--- config.mk ---
export PLATFORM = sky130hd
export DESIGN_NAME = tsf_status
export DESIGN_NICKNAME = d
export VERILOG_FILES = /design/src/rtl/tsf_pkg.sv /design/src/rtl/tsf_edge.sv /design/src/rtl/tsf_status.sv
export VERILOG_INCLUDE_DIRS = /design/src /design/src/rtl
export SDC_FILE = /design/constraint.sdc
export NUM_CORES = 1
export LEC_CHECK = 0
export BUFFER_PORTS_ARGS = -buffer_cell sky130_fd_sc_hd__clkbuf_2
export CAP_MARGIN = 25
export CORE_UTILIZATION = 38
export DETAILED_ROUTE_END_ITERATION = 12
export GPL_TIMING_DRIVEN = 0
export PLACE_DENSITY_LB_ADDON = 0.08
export RECOVER_POWER = 25
export SKIP_LAST_GASP = 1
export SLEW_MARGIN = 20
export SYNTH_ARGS = -nofsm -noshare
export SYNTH_HDL_FRONTEND = slang
export SYNTH_HIERARCHICAL = 1
export SYNTH_SLANG_ARGS = --single-unit
--- constraint.sdc ---
create_clock -name mclk -period 3.4 [get_ports mclk]
set_input_delay 0.34 -clock mclk [delete_from_list [all_inputs] [get_ports mclk]]
set_output_delay 0.34 -clock mclk [all_outputs]
set_load 0.01 [all_outputs]
--- src/rtl/tsf_defs.svh ---
/*
  Bit positions, field codes and widths for the timer event status block.
  Assumes inclusion by bare name; definitions only.
*/
`ifndef TSF_DEFS_SVH
`define TSF_DEFS_SVH

// Status register bit positions (bit 32 of the 32-bit word is index 31)
`define TSF_ARM_BIT 31
`define TSF_WIS_BIT 30
`define TSF_WRS_HI 29
`define TSF_WRS_LO 28
`define TSF_DEC_BIT 27
`define TSF_FIT_BIT 26
`define TSF_REG_W 32
// Reset-control codes
`define TSF_RC_NONE 2'h0
`define TSF_RC_CHECKSTOP 2'h1
`define TSF_RC_RESET 2'h2
// Time base and selector widths, and the selector value for the top time base bit
`define TSF_TB_W 64
`define TSF_SEL_W 6
`define TSF_SEL_MSB 6'h00

`endif

--- src/rtl/tsf_pkg.sv ---
/*
  Types shared by the timer event status block.
  Assumes tsf_defs.svh is reachable on the include path.
*/
`include "tsf_defs.svh"
package tsf_pkg;
  // Watchdog stage, reset-status, decrementer and fixed-interval fields
  typedef struct packed {
    logic next_timeout_arm;
    logic wdog_intr_status;
    logic [1:0] wdog_reset_status;
    logic dec_event_flag;
    logic fixed_interval_flag;
  } tsf_status_s;

  // Interrupt gates from control and machine state
  typedef struct packed {
    logic wdog_intr_enable;
    logic dec_intr_enable;
    logic fixed_interval_intr_enable;
    logic crit_intr_gate;
    logic ext_intr_gate;
  } tsf_gate_s;

  // Watchdog second time-out reaction state
  typedef enum logic [1:0] {
    TSF_WD_IDLE = 2'b00,
    TSF_WD_CHECKSTOP = 2'b01,
    TSF_WD_RESET = 2'b10
  } tsf_wd_e;
endpackage : tsf_pkg

--- src/rtl/tsf_edge.sv ---
/*
  Selects one time base bit and flags its rise from 0 to 1.
  Assumes the time base is synchronous to mclk.
*/
`timescale 1ns/1ns
`default_nettype none
`include "tsf_defs.svh"
module tsf_edge
  import tsf_pkg::*;
#(
  parameter int TB_W = `TSF_TB_W
) (
  // Clock and reset
  input wire logic mclk,
  input wire logic rst,
  // Time base and selector
  input wire logic [TB_W-1:0] time_base,
  input wire logic [`TSF_SEL_W-1:0] bit_select,
  // Rise pulse
  output logic rise
);
  logic prev_ff;
  logic nxt_prev;
  logic cur;

  // Selector 0 picks the most significant time base bit
  always_comb begin
    cur = time_base[TB_W-1-int'(bit_select)];
    nxt_prev = cur;
    rise = cur & ~prev_ff;
  end

  // Last sampled bit
  always_ff @(posedge mclk) begin
    if (rst) begin
      prev_ff <= 1'b1;
    end else begin
      prev_ff <= nxt_prev;
    end
  end
endmodule : tsf_edge
`default_nettype wire

--- src/rtl/tsf_status.sv ---
/*
  Timer event status register: watchdog two-stage time-out, decrementer and
  fixed-interval flags, write-one-to-clear access, interrupt requests.
  Assumes a synchronous time base, a decrementer event pulse, and core
  special-register read and write strobes, all on mclk.
*/
// Notes on behaviour
// Each clearable flag clears only where a one is written; a zero keeps it.
// A time-out with interrupt status 0 and arm 1 raises the exception and sets status.
// With arm 0 a time-out only sets the arm bit.
// With arm 1 and status already set, a time-out is the second time-out.
// Watchdog interrupt is requested when status, enable and critical gate are all 1.
// The reset-status field reports none, checkstop or reset output taken.
// The decrementer flag requests an interrupt when external gate and its enable are 1.
// The fixed-interval flag requests an interrupt when external gate and its enable are 1.
// The register reads whole and its write value is only a clear mask.
// Software clears interrupt status before reopening critical interrupts.
// Bits 38 to 63 are reserved and have no function.
// A watchdog time-out is a 0-to-1 rise of the selected time base bit.
// A second time-out acts per reset control: none, checkstop or reset output.
// A fixed-interval event is a 0-to-1 rise of its selected time base bit.
// A second time-out copies reset control into the reset-status field.
// Reserved bits read as zero and ignore writes.
`timescale 1ns/1ns
`default_nettype none
`include "tsf_defs.svh"
module tsf_status
  import tsf_pkg::*;
#(
  parameter int TB_W = `TSF_TB_W
) (
  // Clock and reset
  input wire logic mclk,
  input wire logic rst,
  // Timer sources
  input wire logic [TB_W-1:0] time_base,
  input wire logic dec_zero_event,
  // Timer control fields
  input wire logic [1:0] wdog_period,
  input wire logic [3:0] wdog_period_extension,
  input wire logic [1:0] interval_period_select,
  input wire logic [3:0] interval_period_extension,
  input wire logic [1:0] wdog_reset_control,
  // Interrupt gates
  input wire tsf_gate_s gates,
  // Special-register access
  input wire logic status_rd,
  input wire logic status_wr,
  input wire logic [`TSF_REG_W-1:0] status_wdata,
  output logic [`TSF_REG_W-1:0] status_rdata,
  // Interrupt requests and watchdog outputs
  output logic wdog_intr_req,
  output logic dec_intr_req,
  output logic fixed_interval_intr_req,
  output logic wdog_exception,
  output logic checkstop,
  output logic reset_out_n
);
  // --------------------------------------------------------------------
  // Time-out detection
  // --------------------------------------------------------------------
  logic wd_tick;
  logic fit_tick;

  // Watchdog period select: extension above period
  tsf_edge #(.TB_W(TB_W)) u_wd_edge (
    .mclk(mclk),
    .rst(rst),
    .time_base(time_base),
    .bit_select({wdog_period_extension, wdog_period}),
    .rise(wd_tick)
  );

  // Fixed-interval period select
  tsf_edge #(.TB_W(TB_W)) u_fit_edge (
    .mclk(mclk),
    .rst(rst),
    .time_base(time_base),
    .bit_select({interval_period_extension, interval_period_select}),
    .rise(fit_tick)
  );

  // --------------------------------------------------------------------
  // Status flags
  // --------------------------------------------------------------------
  tsf_status_s stat_ff;
  tsf_status_s nxt_stat;
  tsf_wd_e wd_ff;
  tsf_wd_e nxt_wd;
  logic exc_ff;
  logic nxt_exc;
  logic [`TSF_REG_W-1:0] clr_mask;

  // Write value is only a clear mask
  function automatic logic w1c(input logic cur, input logic set, input logic clr);
    w1c = set | (cur & ~clr);
  endfunction : w1c

  // Flag updates; a set in the same cycle beats the clear
  always_comb begin
    clr_mask = status_wr ? status_wdata : '0;
    nxt_stat = stat_ff;
    nxt_wd = wd_ff;
    nxt_exc = 1'b0;
    nxt_stat.next_timeout_arm = w1c(stat_ff.next_timeout_arm, 1'b0,
                                    clr_mask[`TSF_ARM_BIT]);
    nxt_stat.wdog_intr_status = w1c(stat_ff.wdog_intr_status, 1'b0,
                                    clr_mask[`TSF_WIS_BIT]);
    nxt_stat.wdog_reset_status[1] = stat_ff.wdog_reset_status[1] & ~clr_mask[`TSF_WRS_HI];
    nxt_stat.wdog_reset_status[0] = stat_ff.wdog_reset_status[0] & ~clr_mask[`TSF_WRS_LO];
    nxt_stat.dec_event_flag = w1c(stat_ff.dec_event_flag, dec_zero_event,
                                  clr_mask[`TSF_DEC_BIT]);
    nxt_stat.fixed_interval_flag = w1c(stat_ff.fixed_interval_flag, fit_tick,
                                       clr_mask[`TSF_FIT_BIT]);
    if (wd_tick) begin
      if (!stat_ff.next_timeout_arm) begin
        nxt_stat.next_timeout_arm = 1'b1;
      end else if (!stat_ff.wdog_intr_status) begin
        nxt_stat.wdog_intr_status = 1'b1;
        nxt_exc = 1'b1;
      end else begin
        // Second time-out
        nxt_stat.wdog_reset_status = wdog_reset_control;
        case (wdog_reset_control)
          `TSF_RC_CHECKSTOP: nxt_wd = TSF_WD_CHECKSTOP;
          `TSF_RC_RESET: nxt_wd = TSF_WD_RESET;
          default: nxt_wd = wd_ff;
        endcase
      end
    end
  end

  // Flag registers
  always_ff @(posedge mclk) begin
    if (rst) begin
      stat_ff <= '0;
      wd_ff <= TSF_WD_IDLE;
      exc_ff <= 1'b0;
    end else begin
      stat_ff <= nxt_stat;
      wd_ff <= nxt_wd;
      exc_ff <= nxt_exc;
    end
  end

  // --------------------------------------------------------------------
  // Read data and interrupt requests
  // --------------------------------------------------------------------
  logic [`TSF_REG_W-1:0] rdata_ff;
  logic [`TSF_REG_W-1:0] nxt_rdata;
  logic nxt_wd_req;
  logic nxt_dec_req;
  logic nxt_fit_req;

  // Registered read image; reserved bits zero
  always_comb begin
    nxt_rdata = '0;
    if (status_rd) begin
      nxt_rdata[`TSF_ARM_BIT] = stat_ff.next_timeout_arm;
      nxt_rdata[`TSF_WIS_BIT] = stat_ff.wdog_intr_status;
      nxt_rdata[`TSF_WRS_HI:`TSF_WRS_LO] = stat_ff.wdog_reset_status;
      nxt_rdata[`TSF_DEC_BIT] = stat_ff.dec_event_flag;
      nxt_rdata[`TSF_FIT_BIT] = stat_ff.fixed_interval_flag;
    end
    nxt_wd_req = stat_ff.wdog_intr_status & gates.wdog_intr_enable
                 & gates.crit_intr_gate;
    nxt_dec_req = stat_ff.dec_event_flag & gates.dec_intr_enable
                  & gates.ext_intr_gate;
    nxt_fit_req = stat_ff.fixed_interval_flag & gates.fixed_interval_intr_enable
                  & gates.ext_intr_gate;
  end

  // Output registers
  always_ff @(posedge mclk) begin
    if (rst) begin
      rdata_ff <= '0;
      wdog_intr_req <= 1'b0;
      dec_intr_req <= 1'b0;
      fixed_interval_intr_req <= 1'b0;
    end else begin
      rdata_ff <= nxt_rdata;
      wdog_intr_req <= nxt_wd_req;
      dec_intr_req <= nxt_dec_req;
      fixed_interval_intr_req <= nxt_fit_req;
    end
  end

  // Registered outputs
  always_comb begin
    status_rdata = rdata_ff;
    wdog_exception = exc_ff;
    checkstop = (wd_ff == TSF_WD_CHECKSTOP);
    reset_out_n = (wd_ff != TSF_WD_RESET);
  end
endmodule : tsf_status
`default_nettype wire

======== After elaboration in Yosys (flattened, before gate mapping) ========
Index checks and enable logic that the tools add are counted.
word-level totals
  flip-flop bits (word level) ............. 46
  input bits .............................. 120
  output and inout port bits .............. 38
  word-level logic and storage cells ...... 67
operators by class
  add/subtract/negate cells ............... 2
  order comparisons ....................... 2
  equal/unequal tests ..................... 4
  mux-type cells .......................... 14
  bitwise gates (word level) .............. 27
  reduce and logical (&&, ||, !) cells .... 4
operators by type and width
  kind                                                  number
  < comparator 32 x 8 -> 1 bit (second input constant)  2
  two-way mux 32 bit                                    1
  bitwise AND 1 bit                                     14
  subtractor 6 x 6 -> 7 bit (first input constant)      2
  binary-select mux 1 bit (select 6 bit)                2
  NOT 1 bit                                             11
  two-way mux 1 bit                                     7
  == test 2 x 1 -> 1 bit (second input constant)        2
  two-way mux 4 bit                                     1
  one-hot mux 2 bit (2 select lines)                    1
  AND reduction 4 bit                                   1
  two-way mux 3 bit                                     1
  OR reduction 3 bit                                    1
  == test 2 bit (second input constant)                 1
  two-way mux 2 bit                                     1
  inequality test 2 bit (second input constant)         1
  bitwise OR 1 bit                                      2
  nonzero test 2 bit                                    1
  OR reduction 2 bit                                    1

======== Depth between registers and ports, before layout ========
Gate-level depths: netlist (run 1).
  depth in word-level cells ............... 7
  depth in mapped cells ................... 10
  depth with buffers taken out ............ 8

======== Cells and area by module ========
The synthesis (run 1) kept the hierarchy.
modules (own cells, without submodules)
  module      instances  cells each  area each (um^2)  sequential area each (um^2)
  tsf_edge    2          40          568.0             20.0
  tsf_status  1          89          812.0             360.3

======== Worst setup path after synthesis (run 1) ========
Ideal clock, no wire load.
  path type ............................... in2reg
  start point ............................. input port wdog_period[1]
  end point ............................... register wd_ff[1]
  library setup time ...................... 0.070 ns
  data arrival time ....................... 2.164 ns
  data required time ...................... 3.330 ns
  setup slack ............................. 1.166 ns
  cell stages on the path ................. 10
  buffers on the path ..................... 2
  cells stage by stage .................... buf_6 > buf_2 > mux4_2 > mux2i_1 > a221oi_1 > a22oi_2 > nor2_1 > nand3_2 > or3b_1 > a21oi_1
on the way
  word-level cells in the longest chain between the ends .. 6
RTL lines
  item                                                  RTL line           source
  from (decl)                                           tsf_status.sv:39   input wire logic [1:0] wdog_period,
  subtractor 6 x 6 -> 7 bit                             tsf_edge.sv:28     cur = time_base[TB_W-1-int'(bit_select)];
  binary-select mux 1 bit (select 6 bit)                tsf_edge.sv:28
  two-way mux 1 bit (implied by the code) (2 in a row)  tsf_edge.sv:28
  bitwise AND 1 bit                                     tsf_edge.sv:30     rise = cur & ~prev_ff;
  named net wd_tick                                     tsf_status.sv:62   logic wd_tick;
  AND reduction 4 bit (no line)                         --
  to (signal assigned)                                  tsf_status.sv:141  wd_ff <= nxt_wd;
  to (decl)                                             tsf_status.sv:88   tsf_wd_e wd_ff;
The timed path passes the listed nets, and every way through them passes these cells. The select of a mux whose other input is x is not followed.
A chain may end at the register's enable or synchronous reset.

======== Final worst setup path (run 1) ========
  start point ............................. input port wdog_period_extension[0]
  end point ............................... register wd_ff[1]
on the way
  word-level cells in the longest chain between the ends .. 6
RTL lines
  item                                                  RTL line          source
  from (decl)                                           tsf_status.sv:40  input wire logic [3:0] wdog_period_extension,
  subtractor 6 x 6 -> 7 bit                             tsf_edge.sv:28
  binary-select mux 1 bit (select 6 bit)                tsf_edge.sv:28
  two-way mux 1 bit (implied by the code) (2 in a row)  tsf_edge.sv:28
  bitwise AND 1 bit                                     tsf_edge.sv:30
  named net wd_tick                                     tsf_status.sv:62
  AND reduction 4 bit (no line)                         --
The timed path passes the listed nets, and every way through them passes these cells. The select of a mux whose other input is x is not followed.

==> metrics.yaml, run 1 <==
cts_made_buffers: 3
synth_top_family_by_area: "multiplexers"
first_global_vias: 1679
ios: 158
crit_path_top_delay_cell: "or3b_1"
hp-class: "in -> reg"
antenna_found_initial: 0
antenna_cells: 0
row_count: 25
critPathCaptureType: "flip-flop"
required_ns: 3.59
dieArea_mm2: 0.00542
first_pass_iters: 4
synthAdderAreaFrac: 0.00642
grt_setup_unrepaired: "no"
syn_area_mm2: 0.00195
multiInputGateArea_mm2: 0.00138
drt-vias-per-instance: 4.80
first_iter_violations: 21
fmax_mhz: 420
max-vdd-ir-drop_v: 0.000153
grt_usage: 0.174
cap_viol_max_count: 0
yosys-top-cells-area: "mux4_2 (39%), dfxtp_1 (21%), buf_4 (10%), mux2i_1 (6.2%), nor2b_1 (2.6%)"
cts_resized: 0
path_cells: "clkbuf_2 -> buf_2 -> mux4_2 -> mux4_2 -> a2bb2oi_1 -> a22oi_2 -> nor2_1 -> nand3_2 -> or3b_1 -> a21oi_1"
seq_area_um2: 400
overflow: 0
final-max-slew-violation-count: 0
layout_commonest_cell: "clkbuf_2"
synth_cell_type_count: 30
clockBufferDepth: 2
synth_xor_area_frac: 0
path_depth: 10
finalSetupViolCount: 0
final_antenna_net_count: 0
synth_top_area_cell: "mux4_2"
wl_mm: 4.53
wl_per_cell_um: 12.4
critical_path_class: "in -> reg"
path_max_fanout: 10
synth_top_area_frac: 0.393
start_util: 0.404
htreeDepth: 1
syn2layout_area_growth_pct: 38.6
holdWs_ns: 0.287
vias: 1758
critical_path.max_stage_delay_ns: 0.37
fin_tns_setup_ns: 0
crit_path_start_kind: "input port"
pwr_density_cell_mw_per_mm2: 274
placeableCoreArea_mm2: 0.00482
drc: 0
clock-sinks: 20
synthesis.instances: 169
grt_max_degree: 13
skew_ns: 0.000792
synth.avg_cell_area_um2: 11.5
cts-root-buf: "clkbuf_8"
synthMuxAreaShare: 0.455
mostFrequentLayoutCells: "clkbuf_2 (100), mux4_2 (34), buf_4 (26), conb_1 (26), dfxtp_1 (20)"
yosys_warnings: 6
fp.dieH_um: 73.6
fin_crit_ns: 2.38
cpMostUsedCell: "mux4_2"
synth-seq-cells: 20
dp_hpwl_mm: 3.96
crit_family: "simple AND/OR/NAND/NOR gates"
period_share: 0.701
hold_viol: 0
clk_latency_ns: 0.26
chipWidth_um: 73.6
crit_arrival_ns: 2.57
final_nets: 421
leakagePower_nw: 1.33
clk_pin_slew_ns: 0.07
gp_congestion: 0.821
grt_pass1_wl_mm: 7.25
drive_gt1_frac: 0.589
fillers: 470
seq_area_frac_synth: 0.206
rr_worst_depth: 4
postCtsHoldBufs: 0
cts_setup_buffers: 0
path_buf_inv: 2
synth_simple_gate_area_frac: 0.123
synth_compound_area_frac: 0.0726
cts_tree: "done"
min_delay_path_depth: 2
io_buffer_count: 101
status: "finished, final reports clean"
## power by group
part           internal, mW  total (mW)  switching, mW
Clock                 0.157       0.236         0.0792
Sequential            0.242       0.246        0.00440
Combinational         0.152       0.257          0.104
## metrics by stage
step / total power [mW] / cells / area [µm²] / setup WS, ns / utilization
after floorplan: 0.423 / 194 / 2040 / 1.17 / -
after global placement: 0.506 / 362 / 2630 / 0.785 / 0.546
after detailed placement: 0.508 / 362 / 2630 / 0.751 / 0.546
after CTS: 0.743 / 366 / 2700 / 1.02 / 0.561
after global routing: 0.778 / 366 / 2700 / 0.843 / 0.561
final: 0.739 / 366 / 2700 / 1.02 / 0.561
## area by class of cell
| class | instances | area share |
|---|---|---|
| inverter | 3 | 0.00417 |
| tap | 67 | 0.0310 |
| buffer | 35 | 0.0931 |
| sequential | 20 | 0.148 |
| multi-input combinational | 136 | 0.510 |
| clock buffer | 3 | 0.0153 |
| clock inverter | 1 | 0.0111 |
| timing repair buffer | 101 | 0.187 |
## routing by layer
layer	part of all wire	wire, µm	GRT usage
met5	0	0	0
met2	0.50	2270	0.310
met1	0.40	1810	0.216
met3	0.091	413	0.0412
met4	0.0082	37	0.0299
## final timing paths
path,start,endpoint,slack [ns]
worst max-delay path,wdog_period_extension[0],wd_ff[1]$_SDFFE_PP0P_,1.02
worst min register to register,stat_ff[3]$_SDFF_PP0_,status_rdata[29]$_SDFF_PP0_,0.46
worst min-delay path,status_wdata[31],stat_ff[5]$_SDFF_PP0_,0.29
worst max register to register,u_wd_edge/prev_ff$_SDFF_PP1_,wd_ff[1]$_SDFFE_PP0P_,2.06
## worst reg2reg max path, delay by kind of cell (launching register included)
kind,cells,cell delay [ns]
AOI/OAI and AO/OA,1,0.12
and+or+nand+nor,3,0.84
DFF,1,0.30
## kinds of logic (layout without fill, tap and decap cells)
group / Yosys count / in the layout
buffers and inverters: 38 / 143
AND/OR/NAND/NOR: 43 / 43
adder cells (fa/ha/maj): 1 / 1
flip-flops: 20 / 20
AO/OA/AOI/OAI: 20 / 20
other: 1 / 26
multiplexers: 46 / 46
## state kept, by name (all words and copies together) (netlist names)
| name | cells |
|---|---|
| stat_ff | 6 |
| u_fit_edge/prev_ff | 1 |
| wdog_intr_req | 1 |
| dec_intr_req | 1 |
| wd_ff | 2 |
| status_rdata | 6 |
| wdog_exception | 1 |
| u_wd_edge/prev_ff | 1 |
| fixed_interval_intr_req | 1 |
## synthesized netlist by cell type
| master | n |
|---|---|
| a21o_1 | 1 |
| a21oi_1 | 8 |
| a221oi_1 | 2 |
| a22oi_1 | 2 |
| a22oi_2 | 2 |
| a2bb2oi_1 | 2 |
| a311oi_1 | 1 |
| and2_1 | 7 |
| and2_2 | 1 |
| and3_1 | 3 |
| buf_2 | 7 |
| buf_4 | 26 |
| buf_6 | 2 |
| conb_1 | 1 |
| dfxtp_1 | 20 |
| ha_1 | 1 |
| inv_1 | 3 |
| mux2i_1 | 12 |
| mux4_2 | 34 |
| nand2_1 | 6 |
| nand2b_1 | 3 |
| nand3_1 | 2 |
| nand3_2 | 1 |
| nand4_1 | 2 |
| nor2_1 | 7 |
| nor2b_1 | 8 |
| nor3_1 | 1 |
| o21ai_0 | 2 |
| or3_1 | 1 |
| or3b_1 | 1 |
Note: power is estimated with default switching activity, not from simulation.
==> inputs of run 2 (changes only) <==
Clock period 3.4 ns to 2.3 ns, I/O delays scaled along.
==> run 2 against run 1 <==
  * Via count up 0.11%
  * Clock-buffer cell count did not move
  * Die area unchanged
  * Non-clock buffer count unchanged
  * Critical path depth stayed put
  * Clock skew hardly changed
  * Largest power group unchanged
  * Utilization rose by 0.10 points
  * Sequential share of layout area is essentially flat
  * Final cell count did not move
  * Cell area up 0.19%
  * Combinational power rose by 48%
==> metrics.yaml, run 2 (synthesis results as in run 1) <==
status: "finished, final reports clean"  # unchanged
path_max_fanout: 10  # unchanged
required_ns: 2.49  # was 3.59 ns
p_total_mw: 1.09  # was 0.739 mW
io_buffer_count: 101  # unchanged
final-max-slew-violation-count: 0  # unchanged
gp_congestion: 0.821  # unchanged
grt_setup_unrepaired: "no"  # unchanged
pwr_density_cell_mw_per_mm2: 404  # was 274 mW/mm²
wl_per_cell_um: 12.4  # about the same
antenna_found_initial: 0  # unchanged
grt_pass1_wl_mm: 7.25  # unchanged
start_util: 0.404  # unchanged
hp-class: "in -> reg"  # unchanged
clk_latency_ns: 0.26  # about the same
clockBufferDepth: 2  # unchanged
crit_path_start_kind: "input port"  # unchanged
final_antenna_net_count: 0  # unchanged
drive_gt1_frac: 0.592  # was 0.589
path_cells: "clkbuf_2 -> clkbuf_4 -> mux4_2 -> mux4_2 -> a2bb2oi_1 -> a22oi_2 -> nor2_2 -> nand3_2 -> or3b_1 -> a21oi_1"  # was clkbuf_2 -> buf_2 -> mux4_2 -> mux4_2 -> a2bb2oi_1 -> a22oi_2 -> nor2_1 -> nand3_2 -> or3b_1 -> a21oi_1
crit_family: "simple AND/OR/NAND/NOR gates"  # unchanged
finalSetupViolCount: 0  # unchanged
final_nets: 421  # unchanged
dp_hpwl_mm: 3.96  # unchanged
fmax_mhz: 475
grt_usage: 0.174  # unchanged
first_pass_iters: 4  # unchanged
overflow: 0  # unchanged
htreeDepth: 1  # unchanged
vias: 1760  # was 1758
seqPwrFrac: 0.333  # about the same
row_count: 25  # unchanged
skew_ns: 0.000790  # was 0.000792 ns
cts_made_buffers: 3  # unchanged
p_switching_mw: 0.279  # was 0.188 mW
grt_max_degree: 13  # unchanged
fin_crit_ns: 2.11
chipWidth_um: 73.6  # unchanged
path_buf_inv: 2  # unchanged
leakagePower_nw: 1.33  # about the same
crit_arrival_ns: 2.30  # was 2.57 ns
pre_cts_ws_ns: -0.239  # was 0.751 ns
cpMostUsedCell: "mux4_2"  # unchanged
mostFrequentLayoutCells: "clkbuf_2 (100), mux4_2 (34), buf_4 (26), conb_1 (26), dfxtp_1 (20)"  # unchanged
first_iter_violations: 27  # was 21
p_comb_frac: 0.348  # was 0.347
hold_viol: 0  # unchanged
fillers: 470  # unchanged
drt-vias-per-instance: 4.81  # was 4.80
syn2layout_area_growth_pct: 38.9  # was 38.6%
holdWs_ns: 0.176  # was 0.287 ns
crit_path_top_delay_cell: "or3b_1"  # unchanged
first_global_vias: 1679  # unchanged
postCtsHoldBufs: 0  # unchanged
ios: 158  # unchanged
fp.dieH_um: 73.6  # unchanged
critPathCaptureType: "flip-flop"  # unchanged
clockPowerShare: 0.319  # was 0.320
setup_slack_ns: 0.194  # was 1.02 ns
max-vdd-ir-drop_v: 0.000227  # was 0.000153 V
cap_viol_max_count: 0  # unchanged
clock-sinks: 20  # unchanged
drc: 0  # unchanged
layout_commonest_cell: "clkbuf_2"  # unchanged
switching_share: 0.255  # was 0.254
dieArea_mm2: 0.00542  # unchanged
cts-root-buf: "clkbuf_8"  # unchanged
cts_tree: "done"  # unchanged
antenna_cells: 0  # unchanged
placeableCoreArea_mm2: 0.00482  # unchanged
critical_path.max_stage_delay_ns: 0.37  # about the same
period_share: 0.916
wl_mm: 4.54  # was 4.53 mm
clk_pin_slew_ns: 0.07  # about the same
p_int_mw: 0.815  # was 0.551 mW
critical_path_class: "in -> reg"  # unchanged
## run 2: cell types whose count changed in the layout (fill, tap and decap cells not counted)
cell | before | now
and2_0 | 2 | 3
nor2_1 | 7 | 6
buf_2 | 6 | 5
clkbuf_4 | 0 | 1
and2_1 | 5 | 4
nor2_2 | 0 | 1
## run 2: worst register-to-register path: stages (launching register included)
cell and delay [ns]:
dfxtp_1 0.31, nor2_2 0.21, nand3_2 0.17, or3b_1 0.37, a21oi_1 0.12
## run 2: final cells by class
cell class              count  area [µm²]  area share
repair buffers            101         504       0.186
multi-input cells         136        1380       0.510
well taps                  67        83.8      0.0310
plain buffers              35         254      0.0939
inverters                   3        11.3     0.00416
clock buffers               3        41.3      0.0153
clock inverters             1        30.0      0.0111
flip-flops and latches     20         400       0.148
## run 2: final timing paths
path                                startpoint                     endpoint  slack [ns]  depth (start not counted)
setup / recovery      wdog_period_extension[0]        wd_ff[1]$_SDFFE_PP0P_        0.19                         10
hold / removal                status_wdata[31]        stat_ff[5]$_SDFF_PP0_        0.18                          2
setup reg to reg  u_wd_edge/prev_ff$_SDFF_PP1_        wd_ff[1]$_SDFFE_PP0P_        1.05                          4
hold reg to reg          stat_ff[3]$_SDFF_PP0_  status_rdata[29]$_SDFF_PP0_        0.46                          1
## run 2: timing repair
| action | 4_1_cts | 5_1_grt |
|---|---|---|
| resized for setup | 0 | 2 |
| setup endpoints to repair | 0 | 2 |
| buffers inserted | 0 | 0 |
## run 2: power by group through the flow
stage                     registers [mW]  clock network (mW)  logic, mW
after floorplan                    0.372                   0      0.253
after global placement             0.371                   0      0.377
after detailed placement           0.372                   0      0.380
after CTS                          0.364               0.355      0.380
after global routing               0.366               0.368      0.418
final                              0.364               0.349      0.381
## run 2: per-layer routing
metal | GRT usage | vias up | routed length (µm)
met2 | 0.310 | 85 | 2270
met4 | 0.0299 | 0 | 37
met1 | 0.216 | 805 | 1810
li1 | - | 866 | -
met3 | 0.0412 | 4 | 413
met5 | 0 | - | 0
## run 2: per-stage QoR
step	setup TNS, ns	std cells	area, µm²	util
after global placement	-0.703	362	2630	0.546
after CTS	0	366	2700	0.561
final	0	366	2710	0.562
after detailed placement	-0.778	362	2630	0.546
after global routing	0	366	2710	0.562
after floorplan	0	194	2040	-
==> inputs of run 3 (changes only) <==
Clock period 2.3 ns to 2.64 ns, I/O delays scaled along.
==> run 3 against run 2 <==
  * Sequential cell count did not move
  * Sequential power fell by 13%
  * Hold slack improved by 0.034 ns
  * Setup slack improved by 0.14 ns
  * Non-clock buffer count did not move
  * First-iteration DRC count fell by 22%
  * Via count barely moved
  * Final cell count did not move
  * Critical endpoint unchanged
  * Largest power group unchanged
==> metrics.yaml, run 3 (synthesis results as in run 1) <==
crit_path_top_delay_cell: "or3b_1"  # unchanged
max-vdd-ir-drop_v: 0.000198  # was 0.000227 V
cpMostUsedCell: "mux4_2"  # unchanged
final_nets: 421  # unchanged
grt_setup_unrepaired: "no"  # unchanged
grt_max_degree: 13  # unchanged
hp-class: "in -> reg"  # unchanged
fillers: 470  # unchanged
first_global_vias: 1679  # unchanged
fp.dieH_um: 73.6  # unchanged
p_int_mw: 0.710  # was 0.815 mW
dieArea_mm2: 0.00542  # unchanged
clockBufferDepth: 2  # unchanged
antenna_cells: 0  # unchanged
vias: 1759  # was 1760
worstReg2RegStart: "u_wd_edge/prev_ff$_SDFF_PP1_"  # unchanged
wl_per_cell_um: 12.4  # about the same
seq_area_um2: 400  # unchanged
first_pass_iters: 4  # unchanged
path_cells: "clkbuf_2 -> buf_2 -> mux4_2 -> mux4_2 -> a2bb2oi_1 -> a22oi_2 -> nor2_1 -> nand3_2 -> or3b_1 -> a21oi_1"  # was clkbuf_2 -> clkbuf_4 -> mux4_2 -> mux4_2 -> a2bb2oi_1 -> a22oi_2 -> nor2_2 -> nand3_2 -> or3b_1 -> a21oi_1
crit_path_start_kind: "input port"  # unchanged
layout_commonest_cell: "clkbuf_2"  # unchanged
period_share: 0.873
p_switching_mw: 0.242  # was 0.279 mW
cap_viol_max_count: 0  # unchanged
switching_share: 0.254  # was 0.255
grt_pass1_wl_mm: 7.25  # unchanged
leakagePower_nw: 1.33  # about the same
design_area_mm2: 0.00270  # was 0.00271 mm²
p_total_mw: 0.952  # was 1.09 mW
overflow: 0  # unchanged
skew_ns: 0.000792  # was 0.000790 ns
antenna_found_initial: 0  # unchanged
clockPowerShare: 0.320  # was 0.319
critPathCaptureType: "flip-flop"  # unchanged
dp_hpwl_mm: 3.96  # unchanged
finalSetupViolCount: 0  # unchanged
final_antenna_net_count: 0  # unchanged
clk_pin_slew_ns: 0.07  # about the same
chipWidth_um: 73.6  # unchanged
critical_path.max_stage_delay_ns: 0.37  # about the same
syn2layout_area_growth_pct: 38.6  # was 38.9%
fmax_mhz: 434
grt_usage: 0.174  # unchanged
cts_setup_buffers: 0  # unchanged
placeableCoreArea_mm2: 0.00482  # unchanged
htreeDepth: 1  # unchanged
drt-vias-per-instance: 4.81  # about the same
start_util: 0.404  # unchanged
cts_tree: "done"  # unchanged
hold_viol: 0  # unchanged
first_iter_violations: 21  # was 27
status: "finished, final reports clean"  # unchanged
critical_path_class: "in -> reg"  # unchanged
holdWs_ns: 0.211  # was 0.176 ns
mostFrequentLayoutCells: "clkbuf_2 (100), mux4_2 (34), buf_4 (26), conb_1 (26), dfxtp_1 (20)"  # unchanged
crit_arrival_ns: 2.50  # was 2.30 ns
path_max_fanout: 10  # unchanged
fin_crit_ns: 2.31
cts-root-buf: "clkbuf_8"  # unchanged
cts_resized: 0  # unchanged
gp_congestion: 0.821  # unchanged
clock-sinks: 20  # unchanged
clk_latency_ns: 0.26  # about the same
path_buf_inv: 2  # unchanged
required_ns: 2.83  # was 2.49 ns
multiInputGateArea_mm2: 0.00138  # about the same
post_dp_cell_area_mm2: 0.00263  # unchanged
p_comb_frac: 0.347  # was 0.348
hold_start: "status_wdata[31]"  # unchanged
postCtsHoldBufs: 0  # unchanged
final-max-slew-violation-count: 0  # unchanged
wl_mm: 4.53  # was 4.54 mm
seqPwrFrac: 0.333  # about the same
drive_gt1_frac: 0.589  # was 0.592
crit_start: "wdog_period_extension[0]"  # unchanged
fin_tns_setup_ns: 0  # unchanged
final_util: 0.561  # was 0.562
crit_family: "simple AND/OR/NAND/NOR gates"  # unchanged
pwr_density_cell_mw_per_mm2: 352  # was 404 mW/mm²
cts_made_buffers: 3  # unchanged
io_buffer_count: 101  # unchanged
drc: 0  # unchanged
row_count: 25  # unchanged
ios: 158  # unchanged
## run 3: cell types whose count changed in the layout (fill, tap and decap cells not counted)
cell,previous run,this run
clkbuf_4,1,0
nor2_2,1,0
nor2_1,6,7
buf_2,5,6
## run 3: through the flow
stage | instances | setup slack (ns)
finish | 366 | 0.334
detailed placement | 362 | 0.0669
floorplan | 194 | 0.482
global route | 366 | 0.159
global placement | 362 | 0.101
CTS | 366 | 0.340
## run 3: area by class of cell
class / count / share of cell area
well taps: 67 / 0.0310
multi-input cells: 136 / 0.510
flip-flops and latches: 20 / 0.148
inverters: 3 / 0.00417
clock buffers: 3 / 0.0153
clock inverters: 1 / 0.0111
repair buffers: 101 / 0.187
plain buffers: 35 / 0.0931
## run 3: power by group through the flow
stage	Clock, mW	Combinational, mW	Sequential (mW)
2_1_floorplan	0	0.221	0.324
3_5_place_dp	0	0.331	0.324
3_3_place_gp	0	0.328	0.324
4_1_cts	0.309	0.331	0.317
6_report	0.304	0.331	0.317
5_1_grt	0.321	0.363	0.318
## run 3: layer usage
layer  up-vias  GRT usage  routed length [µm]
li1        866          -                   -
met1       804      0.216                1810
met2        85      0.310                2270
met3         4     0.0412                 413
met4         0     0.0299                  37
met5         -          0                   0
## run 3: worst paths after layout
path	end	cells past startpoint	slack (ns)
min reg2reg	status_rdata[29]$_SDFF_PP0_	1	0.46
max reg2reg	wd_ff[1]$_SDFFE_PP0P_	4	1.30
min	stat_ff[5]$_SDFF_PP0_	2	0.21
max	wd_ff[1]$_SDFFE_PP0P_	10	0.33
